## src/rtl/sff_pkg.sv

```systemverilog
`default_nettype none
package sff_pkg;

    // ------------------------------------------------------------
    // spi commands
    // ------------------------------------------------------------
    localparam logic [7:0] SFF_CMD_FAST_READ = 8'h0b;
    localparam logic [7:0] SFF_CMD_EN_ADDR32 = 8'hb7;

    // ------------------------------------------------------------
    // field sizes and counts
    // ------------------------------------------------------------
    localparam int SFF_CMD_BITS    = 8;
    localparam int SFF_DUMMY_BITS  = 8;
    localparam int SFF_ADDR24_BITS = 24;
    localparam int SFF_ADDR32_BITS = 32;
    // read data is sampled this many clk cycles after the launching edge
    localparam int SFF_RX_DELAY    = 2;

    // ------------------------------------------------------------
    // reset values
    // ------------------------------------------------------------
    localparam logic SFF_CS_N_RST  = 1'b1;
    localparam logic SFF_SCK_RST   = 1'b0;

    // ------------------------------------------------------------
    // carriers
    // ------------------------------------------------------------
    typedef struct packed {
        logic        addr32;
        logic [31:0] addr;
        logic [15:0] len;
    } sff_req_t;

    typedef struct packed {
        logic       sck;
        logic       cs_n;
        logic       mosi;
    } sff_spi_out_t;

    typedef enum logic [2:0] {
        SFF_IDLE,
        SFF_EN32,
        SFF_GAP,
        SFF_CMD,
        SFF_ADDR,
        SFF_DUMMY,
        SFF_DATA,
        SFF_DONE
    } sff_state_t;

endpackage : sff_pkg
`default_nettype wire

```

## src/rtl/sff_sync.sv

```systemverilog
`default_nettype none
module sff_sync
    import sff_pkg::*;
(
    // clock
    input  wire logic clk,
    input  wire logic ce,
    input  wire logic srst,
    // data
    input  wire logic d,
    output var  logic q
);
    logic meta_r;
    logic meta_nxt;
    logic q_nxt;

    always_comb begin
        meta_nxt = ce ? d : meta_r;
        q_nxt    = ce ? meta_r : q;
    end

    // first stage feeds only the second
    always_ff @(posedge clk) begin
        if (srst) begin
            meta_r <= 1'b0;
            q      <= 1'b0;
        end else begin
            meta_r <= meta_nxt;
            q      <= q_nxt;
        end
    end
endmodule // sff_sync
`default_nettype wire

```

## src/rtl/sff_master.sv

```systemverilog
// What this block does
// - four-wire full-duplex spi fetch port
// - port present only when storage option enabled
// - master to one flash, reads only
// - data read with fast read 0x0b
// - enable 32-bit addressing 0xb7 first
// - serial clock is clk divided by two
// - read data sampled two clocks after edge
`default_nettype none
module sff_master
    import sff_pkg::*;
#(
    parameter bit PORT_EN = 1'b1
)(
    // clock and reset
    input  wire logic         clk,
    input  wire logic         ce,
    input  wire logic         srst,
    // fetch request
    input  wire logic         req_valid,
    input  wire sff_req_t     req,
    output var  logic         req_ready,
    // read data stream
    output var  logic         dout_valid,
    output var  logic [7:0]   dout,
    output var  logic         busy,
    output var  sff_spi_out_t spi_o,
    input  wire logic         spi_miso
);
    // ------------------------------------------------------------
    // state
    // ------------------------------------------------------------
    sff_state_t   st_r, st_nxt;
    logic         ph_r, ph_nxt;          // sck phase
    logic [5:0]   cnt_r, cnt_nxt;        // bits left in field
    logic [31:0]  sh_r, sh_nxt;          // outgoing shift
    logic [15:0]  len_r, len_nxt;        // bytes left
    logic         a32_r, a32_nxt;
    logic         a32on_r, a32on_nxt;    // flash already in 32-bit mode
    logic [7:0]   rx_r, rx_nxt;
    logic [2:0]   rxc_r, rxc_nxt;
    logic [1:0]   smp_r, smp_nxt;        // rising-edge launch pipeline
    logic         dv_nxt;
    logic [7:0]   dout_nxt;
    logic         busy_nxt;
    logic         rdy_nxt;
    sff_spi_out_t o_nxt;
    logic         miso_s;
    logic [31:0]  req_addr_r, req_addr_nxt;  // address for the address phase

    sff_sync u_sync (
        .clk  (clk),
        .ce   (ce),
        .srst (srst),
        .d    (spi_miso),
        .q    (miso_s)
    );

    // ------------------------------------------------------------
    // next state
    // ------------------------------------------------------------
    always_comb begin
        st_nxt    = st_r;
        ph_nxt    = ph_r;
        cnt_nxt   = cnt_r;
        sh_nxt    = sh_r;
        len_nxt   = len_r;
        a32_nxt   = a32_r;
        a32on_nxt = a32on_r;
        rx_nxt    = rx_r;
        rxc_nxt   = rxc_r;
        smp_nxt   = {smp_r[0], 1'b0};
        dv_nxt    = 1'b0;
        dout_nxt  = dout;
        o_nxt     = spi_o;
        busy_nxt  = (st_r != SFF_IDLE);
        rdy_nxt   = 1'b0;
        // sck toggles each clk while shifting
        if (st_r inside {SFF_EN32, SFF_CMD, SFF_ADDR, SFF_DUMMY, SFF_DATA}) begin
            ph_nxt    = ~ph_r;
            o_nxt.sck = ~ph_r;
        end
        // sample two clocks after rising edge
        if (smp_r[1] && st_r == SFF_DATA) begin
            rx_nxt  = {rx_r[6:0], miso_s};
            rxc_nxt = rxc_r + 3'd1;
            if (rxc_r == 3'd7) begin
                dv_nxt   = 1'b1;
                dout_nxt = {rx_r[6:0], miso_s};
            end
        end
        case (st_r)
            SFF_IDLE: begin
                o_nxt   = '{sck: SFF_SCK_RST, cs_n: SFF_CS_N_RST, mosi: 1'b0};
                ph_nxt  = 1'b0;
                rdy_nxt = PORT_EN && !(req_valid && req_ready);
                if (PORT_EN && req_valid && req_ready && req.len != 16'h0000) begin
                    rdy_nxt  = 1'b0;
                    busy_nxt = 1'b1;
                    // flash left in 32-bit mode wants 32-bit addresses
                    a32_nxt  = req.addr32 || a32on_r;
                    len_nxt  = req.len;
                    o_nxt.cs_n = 1'b0;
                    // switch flash to 32-bit addressing once
                    if (req.addr32 && !a32on_r) begin
                        st_nxt     = SFF_EN32;
                        sh_nxt     = {SFF_CMD_EN_ADDR32, 24'h000000};
                        a32on_nxt  = 1'b1;
                    end else begin
                        st_nxt = SFF_CMD;
                        sh_nxt = {SFF_CMD_FAST_READ, 24'h000000};
                    end
                    o_nxt.mosi = sh_nxt[31];
                    cnt_nxt    = 6'(SFF_CMD_BITS);
                    sh_nxt     = {sh_nxt[30:0], 1'b0};
                    // address held in req_addr_r, loaded into sh after the command
                end
            end
            SFF_GAP: begin
                // cs high for two clocks between commands
                o_nxt.cs_n = ~ph_r ? 1'b1 : 1'b0;
                ph_nxt     = ~ph_r;
                if (ph_r) begin
                    st_nxt     = SFF_CMD;
                    sh_nxt     = {SFF_CMD_FAST_READ, 24'h000000};
                    o_nxt.mosi = SFF_CMD_FAST_READ[7];
                    sh_nxt     = {sh_nxt[30:0], 1'b0};
                    cnt_nxt    = 6'(SFF_CMD_BITS);
                    ph_nxt     = 1'b0;
                end
            end
            SFF_EN32, SFF_CMD, SFF_ADDR, SFF_DUMMY: begin
                // shift msb first on falling edge
                if (ph_r) begin
                    if (cnt_r == 6'd1) begin
                        if (st_r == SFF_EN32) begin
                            st_nxt     = SFF_GAP;
                            o_nxt.cs_n = 1'b1;
                            o_nxt.sck  = 1'b0;
                            ph_nxt     = 1'b0;
                        end else if (st_r == SFF_CMD) begin
                            st_nxt     = SFF_ADDR;
                            cnt_nxt    = a32_r ? 6'(SFF_ADDR32_BITS) : 6'(SFF_ADDR24_BITS);
                            sh_nxt     = a32_r ? req_addr_r : {req_addr_r[23:0], 8'h00};
                            o_nxt.mosi = sh_nxt[31];
                            sh_nxt     = {sh_nxt[30:0], 1'b0};
                        end else if (st_r == SFF_ADDR) begin
                            st_nxt     = SFF_DUMMY;
                            cnt_nxt    = 6'(SFF_DUMMY_BITS);
                            o_nxt.mosi = 1'b0;
                        end else begin
                            st_nxt  = SFF_DATA;
                            rxc_nxt = 3'd0;
                        end
                    end else begin
                        cnt_nxt    = cnt_r - 6'd1;
                        o_nxt.mosi = sh_r[31];
                        sh_nxt     = {sh_r[30:0], 1'b0};
                    end
                end
            end
            SFF_DATA: begin
                if (!ph_r) begin
                    smp_nxt[0] = 1'b1;
                end
                if (dv_nxt) begin
                    len_nxt = len_r - 16'd1;
                    if (len_r == 16'd1) begin
                        st_nxt = SFF_DONE;
                    end
                end
                // stop clocking once the last byte's edges are out
                if (len_r == 16'd1 && rxc_r == 3'd7 && ph_r) begin
                    ph_nxt    = 1'b1;
                    o_nxt.sck = 1'b0;
                end
            end
            default: begin
                o_nxt   = '{sck: SFF_SCK_RST, cs_n: SFF_CS_N_RST, mosi: 1'b0};
                st_nxt  = SFF_IDLE;
                rdy_nxt = PORT_EN;
                busy_nxt = 1'b0;
            end
        endcase
    end

    // 24-bit requests are zero-extended so they also fit a 32-bit mode frame
    always_comb begin
        req_addr_nxt = req_addr_r;
        if (st_r == SFF_IDLE && req_valid && req_ready) begin
            req_addr_nxt = req.addr32 ? req.addr : {8'h00, req.addr[23:0]};
        end
    end

    // ------------------------------------------------------------
    // registers
    // ------------------------------------------------------------
    always_ff @(posedge clk) begin
        if (srst) begin
            st_r       <= SFF_IDLE;
            ph_r       <= 1'b0;
            cnt_r      <= '0;
            sh_r       <= '0;
            len_r      <= '0;
            a32_r      <= 1'b0;
            a32on_r    <= 1'b0;
            rx_r       <= '0;
            rxc_r      <= '0;
            smp_r      <= '0;
            req_addr_r <= '0;
            dout_valid <= 1'b0;
            dout       <= '0;
            busy       <= 1'b0;
            req_ready  <= 1'b0;
            spi_o      <= '{sck: SFF_SCK_RST, cs_n: SFF_CS_N_RST, mosi: 1'b0};
        end else if (ce) begin
            st_r       <= st_nxt;
            ph_r       <= ph_nxt;
            cnt_r      <= cnt_nxt;
            sh_r       <= sh_nxt;
            len_r      <= len_nxt;
            a32_r      <= a32_nxt;
            a32on_r    <= a32on_nxt;
            rx_r       <= rx_nxt;
            rxc_r      <= rxc_nxt;
            smp_r      <= smp_nxt;
            req_addr_r <= req_addr_nxt;
            dout_valid <= dv_nxt;
            dout       <= dout_nxt;
            busy       <= busy_nxt;
            req_ready  <= rdy_nxt;
            spi_o      <= o_nxt;
        end
    end
endmodule // sff_master
`default_nettype wire

```

## config.mk

```make
export PLATFORM = sky130hd
export DESIGN_NAME = sff_master
export DESIGN_NICKNAME = d
export VERILOG_FILES = /design/src/rtl/sff_pkg.sv /design/src/rtl/sff_sync.sv /design/src/rtl/sff_master.sv
export SDC_FILE = /design/constraint.sdc
export NUM_CORES = 1
export LEC_CHECK = 0
export BUFFER_PORTS_ARGS = -buffer_cell sky130_fd_sc_hd__buf_2
export CAP_MARGIN = 30
export CORE_ASPECT_RATIO = 0.9
export CORE_MARGIN = 2
export CORE_UTILIZATION = 59
export CTS_CLUSTER_DIAMETER = 60
export DETAILED_ROUTE_END_ITERATION = 8
export PLACE_DENSITY_LB_ADDON = 0.08
export SLEW_MARGIN = 20
export SYNTH_ARGS = -nofsm -noshare
export SYNTH_HDL_FRONTEND = slang
export SYNTH_HIERARCHICAL = 1
export SYNTH_SLANG_ARGS = --single-unit
```

## constraint.sdc

```tcl
create_clock -name clk -period 2.2 [get_ports clk]
set_input_delay 0.11 -clock clk [delete_from_list [all_inputs] [get_ports clk]]
set_output_delay 0.11 -clock clk [all_outputs]
set_load 0.01 [all_outputs]
```

==> impl_metrics.xml, run 1 <==
<?xml version="1.0" encoding="UTF-8"?>
<metrics>
  <group name="timing">
    <metric name="setup_viol_count_final" unit="">0</metric>
    <metric name="maxSlewViolCount" unit="">0</metric>
    <metric name="timing_worst_slew_pin_value" unit="ns">0.6600</metric>
    <metric name="fin_crit" unit="ns">2.101</metric>
    <metric name="max_clock_freq" unit="MHz">476.1</metric>
    <metric name="timing.slew.headroom" unit="%">56.00</metric>
    <metric name="clock_skew" unit="ns">0.007855</metric>
    <metric name="unrepaired_setup_endpoints_after_global_routing" unit="">false</metric>
    <metric name="hold_violations" unit="">0</metric>
    <metric name="total_negative_slack" unit="ns">0</metric>
    <metric name="timing.final.crit_share" unit="%">95.48</metric>
  </group>
  <group name="route">
    <metric name="detail_route.wirelength" unit="um">17290</metric>
    <metric name="post_drt_wl_per_cell" unit="um">17.53</metric>
    <metric name="final_ant_viol_nets" unit="">0</metric>
    <metric name="dr_total_vias" unit="">6153</metric>
    <metric name="detailedRoute.firstIterationViolations" unit="">610</metric>
    <metric name="avgViaCountPerCell" unit="">6.240</metric>
    <metric name="drt_pass1_iterations" unit="">6</metric>
    <metric name="drc_errors" unit="">0</metric>
  </group>
  <group name="cells_and_area">
    <metric name="areaGrowthSynthToFinish" unit="%">23.14</metric>
    <metric name="n_antenna_cell" unit="">0</metric>
    <metric name="layout.cells.non_filler" unit="">986</metric>
    <metric name="multi_input_area" unit="sq mm">0.003358</metric>
    <metric name="final-seq-area" unit="sq mm">0.002385</metric>
    <metric name="post_route_cells_drive_above_1_share" unit="%">18.44</metric>
    <metric name="count_of_filler_cells_inserted_in_the_layout" unit="">755</metric>
    <metric name="post-route-cell-area" unit="sq mm">0.007470</metric>
    <metric name="nNetsFinal" unit="">904</metric>
  </group>
  <group name="placement">
    <metric name="port_buffers" unit="">67</metric>
    <metric name="place_hpwl" unit="um">11120</metric>
    <metric name="detailed_place.area" unit="sq mm">0.006574</metric>
    <metric name="post-place-cells" unit="">921</metric>
    <metric name="globalplace.congestion" unit="">0.8699</metric>
  </group>
  <group name="min_path">
    <metric name="worst_hold_path_type" unit="">primary input to flip-flop</metric>
  </group>
  <group name="synth">
    <metric name="synth.top_cells.by_area" unit="">sky130_fd_sc_hd__dfxtp_1 (39%), sky130_fd_sc_hd__a21oi_1 (8.5%), sky130_fd_sc_hd__nand2_1 (7.5%)</metric>
    <metric name="yosys.area_share.xor_xnor" unit="%">0.4332</metric>
    <metric name="synthesis.instances" unit="">758</metric>
    <metric name="synth.net_count" unit="">818</metric>
    <metric name="post-synth-top-area-cell" unit="">sky130_fd_sc_hd__dfxtp_1</metric>
    <metric name="yosys.area_share.adder" unit="%">1.238</metric>
    <metric name="synth_edf_count" unit="">0</metric>
    <metric name="synth.yosys.seq_area_share" unit="%">39.27</metric>
    <metric name="dominant_combinational_cell_family_by_area_after_synthesis" unit="">simple AND/OR/NAND/NOR gates</metric>
    <metric name="ys_dominant_reg_cell" unit="">sky130_fd_sc_hd__dfxtp_1</metric>
    <metric name="synth_warnings" unit="">6</metric>
    <metric name="muxShareOfSynthArea" unit="%">4.785</metric>
    <metric name="ys_seq_elements" unit="">119</metric>
    <metric name="yosys.area_share.simple" unit="%">24.46</metric>
    <metric name="synth_largest_type_area_fraction" unit="%">39.27</metric>
    <metric name="synthesis.area_per_instance" unit="sq um">8.002</metric>
    <metric name="async_reset_ff_share" unit="%">0</metric>
    <metric name="post_synth_instance_area" unit="sq mm">0.006066</metric>
    <metric name="yosys.cell_types.count" unit="">70</metric>
    <metric name="compound_cell_area_share_of_the_yosys_netlist" unit="%">23.91</metric>
  </group>
  <group name="setup_path">
    <metric name="setup.worst_path.start_class" unit="">flip-flop</metric>
    <metric name="worstPathArrival" unit="ns">2.40</metric>
    <metric name="crit_path_cell_trace" unit="">inv_1 &gt; ha_1 &gt; nor2b_1 &gt; a211oi_1 &gt; a311oi_4 &gt; or2_1 &gt; buf_4 &gt; a31o_2</metric>
    <metric name="setup.worst_path.class" unit="">flip-flop to flip-flop</metric>
    <metric name="worst-endpoint-required" unit="ns">2.50</metric>
    <metric name="worstSetupEndpointType" unit="">flip-flop</metric>
    <metric name="worstPathBufferInverterCount" unit="">2</metric>
    <metric name="max_stage_delay" unit="ns">0.36</metric>
    <metric name="worstPathMaxFanout" unit="">25</metric>
    <metric name="timing.critical_path.slowest_stage_cell" unit="">sky130_fd_sc_hd__a211oi_1</metric>
    <metric name="category_of_cells_accounting_for_the_largest_share_of_critical_path_delay" unit="">compound AO/OA/AOI/OAI gates</metric>
  </group>
  <group name="global_routing">
    <metric name="grt_overflow_total" unit="">0</metric>
    <metric name="via_count_of_the_first_global_routing_pass" unit="">5686</metric>
    <metric name="wire_length_of_the_first_global_routing_pass" unit="um">27880</metric>
    <metric name="grt_max_degree" unit="">62</metric>
    <metric name="initial_antenna_violation_count" unit="">0</metric>
    <metric name="all_layer_global_routing_usage" unit="%">31.01</metric>
  </group>
  <group name="flow_run">
    <metric name="maxCapViolCount" unit="">0</metric>
  </group>
  <group name="floorplanning">
    <metric name="floorplan.die_area" unit="sq mm">0.01111</metric>
    <metric name="area_of_the_core" unit="sq mm">0.01012</metric>
    <metric name="num_io_pins" unit="">68</metric>
    <metric name="floorplan.rows" unit="">35</metric>
    <metric name="die_width" unit="um">110.9</metric>
    <metric name="die_h" unit="um">100.2</metric>
    <metric name="floorplan.initialDensity" unit="%">59.96</metric>
  </group>
  <group name="power_and_ir_drop">
    <metric name="p_leak" unit="nW">2.638</metric>
    <metric name="netSwitchingPower" unit="mW">1.472</metric>
    <metric name="vdd_drop_max" unit="uV">800.3</metric>
    <metric name="sw_frac_of_total" unit="%">26.86</metric>
    <metric name="intPower" unit="mW">4.006</metric>
    <metric name="power.sequential.fraction" unit="%">41.1</metric>
    <metric name="combinational_share_of_power" unit="%">11.2</metric>
    <metric name="p_clk_share" unit="%">47.7</metric>
    <metric name="power_density" unit="mW/mm^2">733.4</metric>
  </group>
  <group name="clocking">
    <metric name="clock_slew_at_reported_path_ffs" unit="ns">0.06</metric>
    <metric name="worstSkewPairLatency" unit="ns">0.41</metric>
    <metric name="htree_num_levels" unit="">4</metric>
    <metric name="cts_post_setup_buffers_inserted" unit="">0</metric>
    <metric name="tritoncts.num_buffers" unit="">17</metric>
    <metric name="cts_num_sinks" unit="">119</metric>
    <metric name="clk_root_buffer_cell" unit="">sky130_fd_sc_hd__clkbuf_16</metric>
    <metric name="tritoncts" unit="">yes</metric>
    <metric name="cts_max_path_buffers" unit="">2</metric>
  </group>
  <group name="run_status">
    <metric name="status" unit="">finished, final reports clean</metric>
  </group>
</metrics>
-- power groups by stage --
stage	Clock [mW]	Sequential (mW)	Combinational, mW
2_1_floorplan	0	2.28	0.384
3_3_place_gp	0	2.29	0.533
3_5_place_dp	0	2.30	0.545
4_1_cts	2.62	2.25	0.595
5_1_grt	2.72	2.26	0.663
6_report	2.61	2.25	0.612
-- synthesized netlist by cell type (3+ instances only) --
cell type and instances:
sky130_fd_sc_hd__o21ai_0 23, sky130_fd_sc_hd__nor4_2 5, sky130_fd_sc_hd__clkbuf_1 41, sky130_fd_sc_hd__a31o_1 30, sky130_fd_sc_hd__o311a_1 3, sky130_fd_sc_hd__nor4_1 28
sky130_fd_sc_hd__nand4b_1 3, sky130_fd_sc_hd__and2_1 4, sky130_fd_sc_hd__nor2_1 30, sky130_fd_sc_hd__nand3_1 28, sky130_fd_sc_hd__o22ai_1 3, sky130_fd_sc_hd__buf_6 3
sky130_fd_sc_hd__dfxtp_1 119, sky130_fd_sc_hd__ha_1 6, sky130_fd_sc_hd__o221ai_1 4, sky130_fd_sc_hd__nand4_1 3, sky130_fd_sc_hd__or3_1 3, sky130_fd_sc_hd__a21oi_1 103
sky130_fd_sc_hd__mux2i_1 29, sky130_fd_sc_hd__xnor2_1 3, sky130_fd_sc_hd__a31o_2 5, sky130_fd_sc_hd__nand2_1 122, sky130_fd_sc_hd__nor2b_1 3, sky130_fd_sc_hd__o31ai_1 6
sky130_fd_sc_hd__a22o_1 4, sky130_fd_sc_hd__a2111oi_0 7, sky130_fd_sc_hd__inv_1 11, sky130_fd_sc_hd__nand2b_1 5, sky130_fd_sc_hd__buf_1 5, sky130_fd_sc_hd__nor3_1 45
sky130_fd_sc_hd__a211oi_1 4, sky130_fd_sc_hd__a221oi_1 3, sky130_fd_sc_hd__buf_2 19
-- state kept, by name (all words and copies together), names as in the netlist --
signal	flops
cnt_r	6
sh_r	31
spi_o	3
st_r	3
rx_r	7
u_sync/q	1
rxc_r	3
busy	1
req_ready	1
a32on_r	1
dout_valid	1
req_addr_r	32
smp_r	2
a32_r	1
len_r	16
ph_r	1
u_sync/meta_r	1
dout	8
-- repair_timing --
action / 4_1_cts / 5_1_grt
setup endpoints to repair: 0 / 2
hold buffers: 33 / 0
hold endpoints to repair: 33 / 0
resized for setup: 0 / 3
-- layout make-up --
class	instances	area share [%]
multi-input combinational	557	44.96
sequential	119	31.93
timing repair buffer	136	12.86
clock buffer	19	5.796
tap	129	2.161
clock inverter	13	1.642
inverter	13	0.6533
-- routing by layer --
layer | track usage (%) | vias to the layer above | wire (um)
met5 | 0 | - | 0
met4 | 8.942 | 0 | 183
met2 | 47.38 | 276 | 7722
met3 | 9.481 | 24 | 1449
li1 | - | 2959 | -
met1 | 42.79 | 2894 | 7930
-- cell families (layout without fill, tap and decap cells) --
logic type               after synthesis  count (layout)
AND/OR/NAND/NOR                      298             298
adder cells (fa/ha/maj)                6               6
XOR/XNOR                               3               3
flip-flops                           119             119
AO/OA/AOI/OAI                        221             221
multiplexers                          29              29
buffers and inverters                 82             181
-- through the flow --
step / power [mW] / hold WS [ns] / util [%] / setup slack [ns]
after floorplan: 2.660 / 0.1824 / - / 0.3305
after global placement: 2.826 / 0.3471 / 64.98 / 0.1889
after detailed placement: 2.841 / 0.3563 / 64.98 / 0.1520
after CTS: 5.467 / 0.04410 / 73.74 / 0.1187
after global routing: 5.642 / 0.05085 / 73.84 / 0.004911
final: 5.478 / 0.05406 / 73.84 / 0.09947
-- worst min-delay path, cell delays in order --
cell	delay, ns
sky130_fd_sc_hd__buf_2	0.17
sky130_fd_sc_hd__nand3_1	0.08
sky130_fd_sc_hd__a21oi_1	0.06
-- cell usage in the layout, fill, tap and decap left out, types with 4 or more instances in the layout --
cell / n
sky130_fd_sc_hd__dlygate4sd3_1: 33
sky130_fd_sc_hd__nand2b_1: 5
sky130_fd_sc_hd__ha_1: 6
sky130_fd_sc_hd__o221ai_1: 4
sky130_fd_sc_hd__nand2_1: 122
sky130_fd_sc_hd__inv_1: 11
sky130_fd_sc_hd__nor4_2: 5
sky130_fd_sc_hd__a2111oi_0: 7
sky130_fd_sc_hd__inv_6: 4
sky130_fd_sc_hd__o31ai_1: 6
sky130_fd_sc_hd__a31o_1: 30
sky130_fd_sc_hd__nor4_1: 28
sky130_fd_sc_hd__nand3_1: 28
sky130_fd_sc_hd__buf_2: 67
sky130_fd_sc_hd__clkinvlp_4: 4
sky130_fd_sc_hd__mux2i_1: 29
sky130_fd_sc_hd__dfxtp_1: 117
sky130_fd_sc_hd__o21ai_0: 23
sky130_fd_sc_hd__nor3_1: 44
sky130_fd_sc_hd__a211oi_1: 4
sky130_fd_sc_hd__nor2_1: 30
sky130_fd_sc_hd__and2_1: 4
sky130_fd_sc_hd__buf_4: 34
sky130_fd_sc_hd__a21oi_1: 103
sky130_fd_sc_hd__a22o_1: 4
sky130_fd_sc_hd__a31o_2: 5
sky130_fd_sc_hd__clkbuf_16: 17
-- final timing paths --
kind / startpoint / to / slack, ns / cells after the start
worst min-delay path: req[48] / req_addr_r[24]$_SDFFE_PP0P_ / 0.05 / 3
worst max-delay path: cnt_r[1]$_SDFFE_PP0P_ / sh_r[1]$_SDFFE_PP0P_ / 0.1 / 8
worst min register to register: dout[5]$_SDFFE_PP0P_ / dout[5]$_SDFFE_PP0P_ / 0.45 / 2
worst max register to register: cnt_r[1]$_SDFFE_PP0P_ / sh_r[1]$_SDFFE_PP0P_ / 0.1 / 8
(Power assumes the default switching activity.)
==> inputs of run 2 (changes only) <==
--- a/config.mk
+++ b/config.mk
@@ -5,6 +5,7 @@
 export SDC_FILE = /design/constraint.sdc
 export NUM_CORES = 1
 export LEC_CHECK = 0
+export ABC_AREA = 1
 export BUFFER_PORTS_ARGS = -buffer_cell sky130_fd_sc_hd__buf_2
 export CAP_MARGIN = 30
 export CORE_ASPECT_RATIO = 0.9
==> run 2 against run 1 <==
Against the previous run: non-clock buffer count fell by 23; total power increased by 75%; count of clock-buffer cells in the layout down 1; synthesized cell count grew 28%; clock power grew 7%; critical path type unchanged; largest cell class unchanged; largest power group is now combinational logic.
==> impl_metrics.xml, run 2 <==
<?xml version="1.0" encoding="UTF-8"?>
<metrics>
  <group name="power_and_ir_drop">
    <metric name="power_density" unit="mW/mm^2">1279</metric>
    <metric name="combinational_share_of_power" unit="%">40.0</metric>
    <metric name="p_clk_share" unit="%">29.1</metric>
    <metric name="netSwitchingPower" unit="mW">3.951</metric>
    <metric name="power.sequential.fraction" unit="%">30.9</metric>
    <metric name="p_leak" unit="nW">3.427</metric>
    <metric name="intPower" unit="mW">5.659</metric>
    <metric name="vdd_drop_max" unit="uV">1196</metric>
    <metric name="sw_frac_of_total" unit="%">41.11</metric>
  </group>
  <group name="timing">
    <metric name="clock_skew" unit="ns">0.01183</metric>
    <metric name="timing_worst_slew_pin_value" unit="ns">0.5206</metric>
    <metric name="max_clock_freq" unit="MHz">515.3</metric>
    <metric name="total_negative_slack" unit="ns">0</metric>
    <metric name="setup_viol_count_final" unit="">0</metric>
    <metric name="maxSlewViolCount" unit="">0</metric>
    <metric name="hold_violations" unit="">0</metric>
    <metric name="timing.slew.headroom" unit="%">65.16</metric>
    <metric name="timing.final.crit_share" unit="%">88.20</metric>
    <metric name="unrepaired_setup_endpoints_after_global_routing" unit="">false</metric>
    <metric name="fin_crit" unit="ns">1.940</metric>
  </group>
  <group name="clocking">
    <metric name="cts_max_path_buffers" unit="">2</metric>
    <metric name="htree_num_levels" unit="">4</metric>
    <metric name="tritoncts.num_buffers" unit="">17</metric>
    <metric name="cts_num_sinks" unit="">119</metric>
    <metric name="cts_post_setup_buffers_inserted" unit="">0</metric>
    <metric name="clk_root_buffer_cell" unit="">sky130_fd_sc_hd__clkbuf_16</metric>
    <metric name="worstSkewPairLatency" unit="ns">0.42</metric>
    <metric name="tritoncts" unit="">yes</metric>
    <metric name="clock_slew_at_reported_path_ffs" unit="ns">0.06</metric>
  </group>
  <group name="setup_path">
    <metric name="category_of_cells_accounting_for_the_largest_share_of_critical_path_delay" unit="">simple AND/OR/NAND/NOR gates</metric>
    <metric name="worstSetupEndpointType" unit="">flip-flop</metric>
    <metric name="path_depth" unit="">8</metric>
    <metric name="worstPathArrival" unit="ns">2.23</metric>
    <metric name="worstPathBufferInverterCount" unit="">1</metric>
    <metric name="worst-endpoint-required" unit="ns">2.49</metric>
    <metric name="worst_r2r_startpoint" unit="">cnt_r[1]$_SDFFE_PP0P_</metric>
    <metric name="max_stage_delay" unit="ns">0.37</metric>
    <metric name="startpoint" unit="">cnt_r[1]$_SDFFE_PP0P_</metric>
    <metric name="timing.reg2reg.worst_path_depth" unit="">8</metric>
    <metric name="setup.worst_path.start_class" unit="">flip-flop</metric>
    <metric name="setup.worst_path.class" unit="">flip-flop to flip-flop</metric>
    <metric name="crit_path_cell_trace" unit="">inv_1 &gt; ha_1 &gt; nand3_1 &gt; nor2_1 &gt; nor2_2 &gt; nand2_1 &gt; nand2_1 &gt; a21oi_1</metric>
    <metric name="timing.critical_path.mode_cell" unit="">sky130_fd_sc_hd__nand2_1</metric>
    <metric name="timing.critical_path.slowest_stage_cell" unit="">sky130_fd_sc_hd__nor2_2</metric>
    <metric name="worstPathMaxFanout" unit="">11</metric>
  </group>
  <group name="global_routing">
    <metric name="via_count_of_the_first_global_routing_pass" unit="">5632</metric>
    <metric name="initial_antenna_violation_count" unit="">0</metric>
    <metric name="grt_max_degree" unit="">54</metric>
    <metric name="all_layer_global_routing_usage" unit="%">29.51</metric>
    <metric name="wire_length_of_the_first_global_routing_pass" unit="um">27050</metric>
    <metric name="grt_overflow_total" unit="">0</metric>
  </group>
  <group name="synth">
    <metric name="synth.yosys.seq_area_share" unit="%">38.37</metric>
    <metric name="yosys.cell_types.count" unit="">32</metric>
    <metric name="synthesis.instances" unit="">972</metric>
    <metric name="synth.most_common_cell" unit="">sky130_fd_sc_hd__nand2_1</metric>
    <metric name="ys_dominant_reg_cell" unit="">sky130_fd_sc_hd__dfxtp_1</metric>
    <metric name="post-synth-top-area-cell" unit="">sky130_fd_sc_hd__dfxtp_1</metric>
    <metric name="synth_edf_count" unit="">0</metric>
    <metric name="post_synth_instance_area" unit="sq mm">0.006208</metric>
    <metric name="synth_largest_type_area_fraction" unit="%">38.37</metric>
    <metric name="synth.top_cells.by_area" unit="">sky130_fd_sc_hd__dfxtp_1 (38%), sky130_fd_sc_hd__nand2_1 (14%), sky130_fd_sc_hd__nor2_1 (11%)</metric>
    <metric name="async_reset_ff_share" unit="%">0</metric>
    <metric name="synth.net_count" unit="">1032</metric>
    <metric name="synthesis.area_per_instance" unit="sq um">6.387</metric>
    <metric name="ys_seq_elements" unit="">119</metric>
    <metric name="synth_warnings" unit="">6</metric>
    <metric name="synth_top_cells_by_count" unit="">sky130_fd_sc_hd__nand2_1 (228), sky130_fd_sc_hd__nor2_1 (184), sky130_fd_sc_hd__dfxtp_1 (119), sky130_fd_sc_hd__inv_1 (95), sky130_fd_sc_hd__a21oi_1 (83)</metric>
  </group>
  <group name="placement">
    <metric name="place_hpwl" unit="um">10440</metric>
    <metric name="port_buffers" unit="">67</metric>
    <metric name="globalplace.congestion" unit="">0.8998</metric>
  </group>
  <group name="route">
    <metric name="final_ant_viol_nets" unit="">0</metric>
    <metric name="drt_pass1_iterations" unit="">5</metric>
    <metric name="post_drt_wl_per_cell" unit="um">13.54</metric>
    <metric name="avgViaCountPerCell" unit="">5.336</metric>
    <metric name="detailedRoute.firstIterationViolations" unit="">659</metric>
    <metric name="drc_errors" unit="">0</metric>
    <metric name="detail_route.wirelength" unit="um">16230</metric>
    <metric name="dr_total_vias" unit="">6398</metric>
  </group>
  <group name="cells_and_area">
    <metric name="count_of_filler_cells_inserted_in_the_layout" unit="">868</metric>
    <metric name="n_antenna_cell" unit="">0</metric>
    <metric name="biggestRegsByFlops" unit="">req_addr_r: 32 flops, sh_r: 31 flops, len_r: 16 flops</metric>
    <metric name="areaGrowthSynthToFinish" unit="%">21.02</metric>
    <metric name="regMostFlops" unit="">req_addr_r</metric>
    <metric name="layout_commonest_cell" unit="">sky130_fd_sc_hd__nand2_1</metric>
    <metric name="nNetsFinal" unit="">1117</metric>
    <metric name="largest_reg_flops" unit="">32</metric>
    <metric name="post_route_cells_drive_above_1_share" unit="%">13.18</metric>
    <metric name="postLayoutCoreUtil" unit="%">73.32</metric>
    <metric name="most-common-layout-cells" unit="">sky130_fd_sc_hd__nand2_1 (228), sky130_fd_sc_hd__nor2_1 (184), sky130_fd_sc_hd__dfxtp_1 (119), sky130_fd_sc_hd__inv_1 (95), sky130_fd_sc_hd__a21oi_1 (83)</metric>
  </group>
  <group name="run_status">
    <metric name="status" unit="">finished, final reports clean</metric>
  </group>
  <group name="floorplanning">
    <metric name="floorplan.die_area" unit="sq mm">0.01136</metric>
    <metric name="floorplan.initialDensity" unit="%">60.59</metric>
    <metric name="area_of_the_core" unit="sq mm">0.01025</metric>
    <metric name="die_h" unit="um">101.3</metric>
    <metric name="floorplan.rows" unit="">35</metric>
    <metric name="die_width" unit="um">112.1</metric>
    <metric name="num_io_pins" unit="">68</metric>
  </group>
  <group name="min_path">
    <metric name="whs_path_depth" unit="">5</metric>
    <metric name="worst_hold_path_type" unit="">primary input to flip-flop</metric>
    <metric name="min_from" unit="">req[5]</metric>
  </group>
  <group name="flow_run">
    <metric name="maxCapViolCount" unit="">0</metric>
  </group>
</metrics>
-- run 2: worst reg2reg max path, cell delays in order, from the launching register on --
cell	delay, ns
sky130_fd_sc_hd__dfxtp_1	0.35
sky130_fd_sc_hd__inv_1	0.07
sky130_fd_sc_hd__ha_1	0.17
sky130_fd_sc_hd__nand3_1	0.30
sky130_fd_sc_hd__nor2_1	0.18
sky130_fd_sc_hd__nor2_2	0.37
sky130_fd_sc_hd__nand2_1	0.20
sky130_fd_sc_hd__nand2_1	0.11
sky130_fd_sc_hd__a21oi_1	0.06
-- run 2: routing by layer --
| layer | track usage (%) | share of wire [%] |
|---|---|---|
| met1 | 43.54 | 48 |
| met3 | 7.062 | 7.7 |
| met5 | 0 | 0 |
| met4 | 7.880 | 1.3 |
| met2 | 43.47 | 43 |
-- run 2: worst paths after layout --
kind                            slack (ns)               endpoint
worst min register to register        0.46   rx_r[6]$_SDFFE_PP0P_
worst max-delay path                  0.26  cnt_r[3]$_SDFFE_PP0P_
worst min-delay path                  0.02  len_r[5]$_SDFFE_PP0P_
worst max register to register        0.26  cnt_r[3]$_SDFFE_PP0P_
-- run 2: power by group through the flow --
stage,Combinational (mW),Sequential [mW],Clock (mW)
after floorplan,3.06,2.90,0
after global placement,3.67,2.98,0
after detailed placement,3.71,2.98,0
after CTS,3.80,2.95,2.82
after global routing,4.40,3.02,2.92
final,3.84,2.97,2.80
-- run 2: final cells by class --
class | instances | area, sq um | share of cell area, %
multi-input cells | 706 | 3218 | 42.83
flip-flops and latches | 119 | 2382 | 31.71
repair buffers | 113 | 783.3 | 10.42
clock buffers | 18 | 429.2 | 5.712
inverters | 100 | 376.6 | 5.012
clock inverters | 14 | 162.7 | 2.165
well taps | 129 | 161.4 | 2.148
-- run 2: timing repair --
item,4_1_cts,5_1_grt
endpoints found under the setup margin,0,3
endpoints found under the hold margin,31,0
resized for setup,0,1
hold buffers,31,0
-- run 2: metrics by stage --
step | area, sq um | setup WS [ns] | total power, mW | hold WS, ns | std cells
after floorplan | 6208 | 0.6206 | 5.961 | 0.2394 | 972
after global placement | 6606 | 0.2949 | 6.651 | 0.3661 | 1136
after detailed placement | 6606 | 0.2557 | 6.693 | 0.3682 | 1136
after CTS | 7508 | 0.1922 | 9.575 | 0.008124 | 1199
after global routing | 7513 | 0.02285 | 10.33 | 0.02338 | 1199
final | 7513 | 0.2595 | 9.610 | 0.01932 | 1199
-- run 2: logic make-up (layout without fill, tap and decap cells) --
family	count (synthesis)	count (layout)	synth area share [%]
simple gates	514	514	34.50
compound gates	178	178	14.83
buf+inv	147	245	9.875
flops	119	119	38.37
fa+ha+maj	6	6	1.209
xor+xnor	4	4	0.5644
mux	4	4	0.6449
==> inputs of run 3 (changes only) <==
--- a/config.mk
+++ b/config.mk
@@ -13,7 +13,7 @@
 export CORE_UTILIZATION = 59
 export CTS_CLUSTER_DIAMETER = 60
 export DETAILED_ROUTE_END_ITERATION = 8
-export PLACE_DENSITY_LB_ADDON = 0.08
+export PLACE_DENSITY = 0.76
 export SLEW_MARGIN = 20
 export SYNTH_ARGS = -nofsm -noshare
 export SYNTH_HDL_FRONTEND = slang
==> run 3 against run 2 <==
Against the previous run: critical path type unchanged; worst setup slack worse by 0.065 ns; total power up 1.2%; highest routed layer unchanged; critical path depth grew 2; count of clock-buffer cells in the layout is the same; via count shrank 1.3%; critical endpoint is now sh_r[12]$_SDFFE_PP0P_; maximum frequency decreased by 3.2%.
==> impl_metrics.xml, run 3 (same netlist as run 2, synthesis figures left out) <==
<?xml version="1.0" encoding="UTF-8"?>
<metrics>
  <group name="route">
    <metric name="detailedRoute.firstIterationViolations" unit="">510</metric>
    <metric name="drt_pass1_iterations" unit="">5</metric>
    <metric name="drc_errors" unit="">0</metric>
    <metric name="detail_route.wirelength" unit="um">16230</metric>
    <metric name="post_drt_wl_per_cell" unit="um">13.54</metric>
    <metric name="final_ant_viol_nets" unit="">0</metric>
    <metric name="avgViaCountPerCell" unit="">5.271</metric>
    <metric name="dr_total_vias" unit="">6315</metric>
  </group>
  <group name="global_routing">
    <metric name="via_count_of_the_first_global_routing_pass" unit="">5639</metric>
    <metric name="initial_antenna_violation_count" unit="">0</metric>
    <metric name="grt_overflow_total" unit="">0</metric>
    <metric name="grt_max_degree" unit="">55</metric>
    <metric name="all_layer_global_routing_usage" unit="%">29.27</metric>
    <metric name="wire_length_of_the_first_global_routing_pass" unit="um">27010</metric>
  </group>
  <group name="setup_path">
    <metric name="worstPathMaxFanout" unit="">32</metric>
    <metric name="timing.critical_path.mode_cell" unit="">sky130_fd_sc_hd__nand2_1</metric>
    <metric name="setup.worst_path.start_class" unit="">flip-flop</metric>
    <metric name="crit_path_cell_trace" unit="">inv_1 &gt; ha_1 &gt; nand3_1 &gt; nor3_1 &gt; nor2_4 &gt; nand2_4 &gt; buf_4 &gt; nand2_1 &gt; nand2_1 &gt; nor2_1</metric>
    <metric name="worstPathArrival" unit="ns">2.31</metric>
    <metric name="setup.worst_path.class" unit="">flip-flop to flip-flop</metric>
    <metric name="worstSetupEndpointType" unit="">flip-flop</metric>
    <metric name="max_stage_delay" unit="ns">0.38</metric>
    <metric name="timing.critical_path.slowest_stage_cell" unit="">sky130_fd_sc_hd__nor3_1</metric>
    <metric name="category_of_cells_accounting_for_the_largest_share_of_critical_path_delay" unit="">simple AND/OR/NAND/NOR gates</metric>
    <metric name="worstPathBufferInverterCount" unit="">2</metric>
    <metric name="worst-endpoint-required" unit="ns">2.51</metric>
  </group>
  <group name="clocking">
    <metric name="cts_num_sinks" unit="">119</metric>
    <metric name="cts_max_path_buffers" unit="">2</metric>
    <metric name="clk_root_buffer_cell" unit="">sky130_fd_sc_hd__clkbuf_16</metric>
    <metric name="cts_resized" unit="">0</metric>
    <metric name="htree_num_levels" unit="">4</metric>
    <metric name="worstSkewPairLatency" unit="ns">0.41</metric>
    <metric name="clock_slew_at_reported_path_ffs" unit="ns">0.06</metric>
    <metric name="cts_post_setup_buffers_inserted" unit="">0</metric>
    <metric name="tritoncts.num_buffers" unit="">17</metric>
    <metric name="tritoncts" unit="">yes</metric>
  </group>
  <group name="timing">
    <metric name="worst_hold_margin" unit="ns">0.01121</metric>
    <metric name="max_clock_freq" unit="MHz">498.7</metric>
    <metric name="timing_worst_slew_pin_value" unit="ns">0.5367</metric>
    <metric name="timing.final.crit_share" unit="%">91.14</metric>
    <metric name="maxSlewViolCount" unit="">0</metric>
    <metric name="clock_skew" unit="ns">0.009201</metric>
    <metric name="fin_crit" unit="ns">2.005</metric>
    <metric name="total_negative_slack" unit="ns">0</metric>
    <metric name="timing.slew.headroom" unit="%">64.09</metric>
    <metric name="setup_viol_count_final" unit="">0</metric>
    <metric name="hold_violations" unit="">0</metric>
    <metric name="unrepaired_setup_endpoints_after_global_routing" unit="">false</metric>
  </group>
  <group name="cells_and_area">
    <metric name="postLayoutCoreUtil" unit="%">73.41</metric>
    <metric name="largest_reg_flops" unit="">32</metric>
    <metric name="count_of_filler_cells_inserted_in_the_layout" unit="">872</metric>
    <metric name="nNetsFinal" unit="">1116</metric>
    <metric name="n_antenna_cell" unit="">0</metric>
    <metric name="areaGrowthSynthToFinish" unit="%">21.16</metric>
    <metric name="regMostFlops" unit="">req_addr_r</metric>
    <metric name="layout_commonest_cell" unit="">sky130_fd_sc_hd__nand2_1</metric>
    <metric name="biggestRegsByFlops" unit="">req_addr_r: 32 flops, sh_r: 31 flops, len_r: 16 flops</metric>
    <metric name="most-common-layout-cells" unit="">sky130_fd_sc_hd__nand2_1 (228), sky130_fd_sc_hd__nor2_1 (184), sky130_fd_sc_hd__dfxtp_1 (119), sky130_fd_sc_hd__inv_1 (95), sky130_fd_sc_hd__a21oi_1 (83)</metric>
    <metric name="post_route_cells_drive_above_1_share" unit="%">13.19</metric>
  </group>
  <group name="power_and_ir_drop">
    <metric name="vdd_drop_max" unit="uV">1420</metric>
    <metric name="power_density" unit="mW/mm^2">1292</metric>
    <metric name="post-layout-total-power" unit="mW">9.721</metric>
    <metric name="p_leak" unit="nW">3.431</metric>
  </group>
  <group name="min_path">
    <metric name="worst_hold_path_type" unit="">primary input to flip-flop</metric>
  </group>
  <group name="flow_run">
    <metric name="maxCapViolCount" unit="">0</metric>
  </group>
  <group name="floorplanning">
    <metric name="die_width" unit="um">112.1</metric>
    <metric name="num_io_pins" unit="">68</metric>
    <metric name="area_of_the_core" unit="sq mm">0.01025</metric>
    <metric name="floorplan.rows" unit="">35</metric>
    <metric name="die_h" unit="um">101.3</metric>
    <metric name="floorplan.initialDensity" unit="%">60.59</metric>
    <metric name="floorplan.die_area" unit="sq mm">0.01136</metric>
  </group>
  <group name="placement">
    <metric name="place_hpwl" unit="um">10370</metric>
    <metric name="port_buffers" unit="">67</metric>
    <metric name="globalplace.congestion" unit="">0.9100</metric>
  </group>
  <group name="run_status">
    <metric name="status" unit="">finished, final reports clean</metric>
  </group>
</metrics>
[run 3: cell count changes in the layout (fill, tap and decap cells not counted)]
cell / delta
sky130_fd_sc_hd__bufinv_16: +1
sky130_fd_sc_hd__inv_8: +1
sky130_fd_sc_hd__clkinv_2: -1
sky130_fd_sc_hd__inv_6: -2
sky130_fd_sc_hd__dlygate4sd3_1: -2
sky130_fd_sc_hd__nor3_1: +1
sky130_fd_sc_hd__nor3_2: -1
sky130_fd_sc_hd__clkinvlp_4: +1
sky130_fd_sc_hd__buf_4: +1
[run 3: worst register-to-register path: cells and delay by family, from the launching register on]
kind	cells	cell delay, ns
AND/OR/NAND/NOR	7	1.08
buffers and inverters	2	0.37
flip-flops	1	0.33
adder cells (fa/ha/maj)	1	0.13
[run 3: layer usage]
metal | vias up | GRT usage [%] | share of wire, %
met5 | - | 0 | 0
li1 | 3262 | - | -
met2 | 204 | 42.68 | 42
met3 | 19 | 7.301 | 6.9
met1 | 2830 | 43.32 | 50
met4 | 0 | 7.880 | 1.3
[run 3: cell type report]
type	instances	area [sq um]	share of cell area, %
multi-input cells	706	3213	42.71
flip-flops and latches	119	2382	31.67
repair buffers	112	770.7	10.25
clock buffers	18	429.2	5.705
inverters	100	376.6	5.007
clock inverters	14	188.9	2.512
well taps	129	161.4	2.146
[run 3: worst paths after layout]
kind,startpoint,slack [ns],to,cells past startpoint
min reg2reg,rx_r[2]$_SDFFE_PP0P_,0.47,rx_r[3]$_SDFFE_PP0P_,2
max,cnt_r[1]$_SDFFE_PP0P_,0.19,sh_r[12]$_SDFFE_PP0P_,10
min,req[47],0.01,req_addr_r[31]$_SDFFE_PP0P_,3
max reg2reg,cnt_r[1]$_SDFFE_PP0P_,0.19,sh_r[12]$_SDFFE_PP0P_,10
[run 3: stage by stage]
step | area, sq um | setup WS, ns | instances
6_report | 7522 | 0.1948 | 1198
2_1_floorplan | 6208 | 0.6206 | 972
4_1_cts | 7522 | 0.2014 | 1198
5_1_grt | 7522 | 0.01021 | 1198
3_3_place_gp | 6614 | 0.3036 | 1137
3_5_place_dp | 6614 | 0.2135 | 1137
[run 3: power by group]
part	total, mW	switching (mW)	internal (mW)
Sequential	2.97	0.330	2.64
Combinational	3.85	2.53	1.31
Clock	2.90	1.09	1.82
[run 3: repair_timing]
item	in CTS	in global routing
endpoints found under the hold margin	29	0
hold buffers	29	0
setup endpoints to repair	0	0
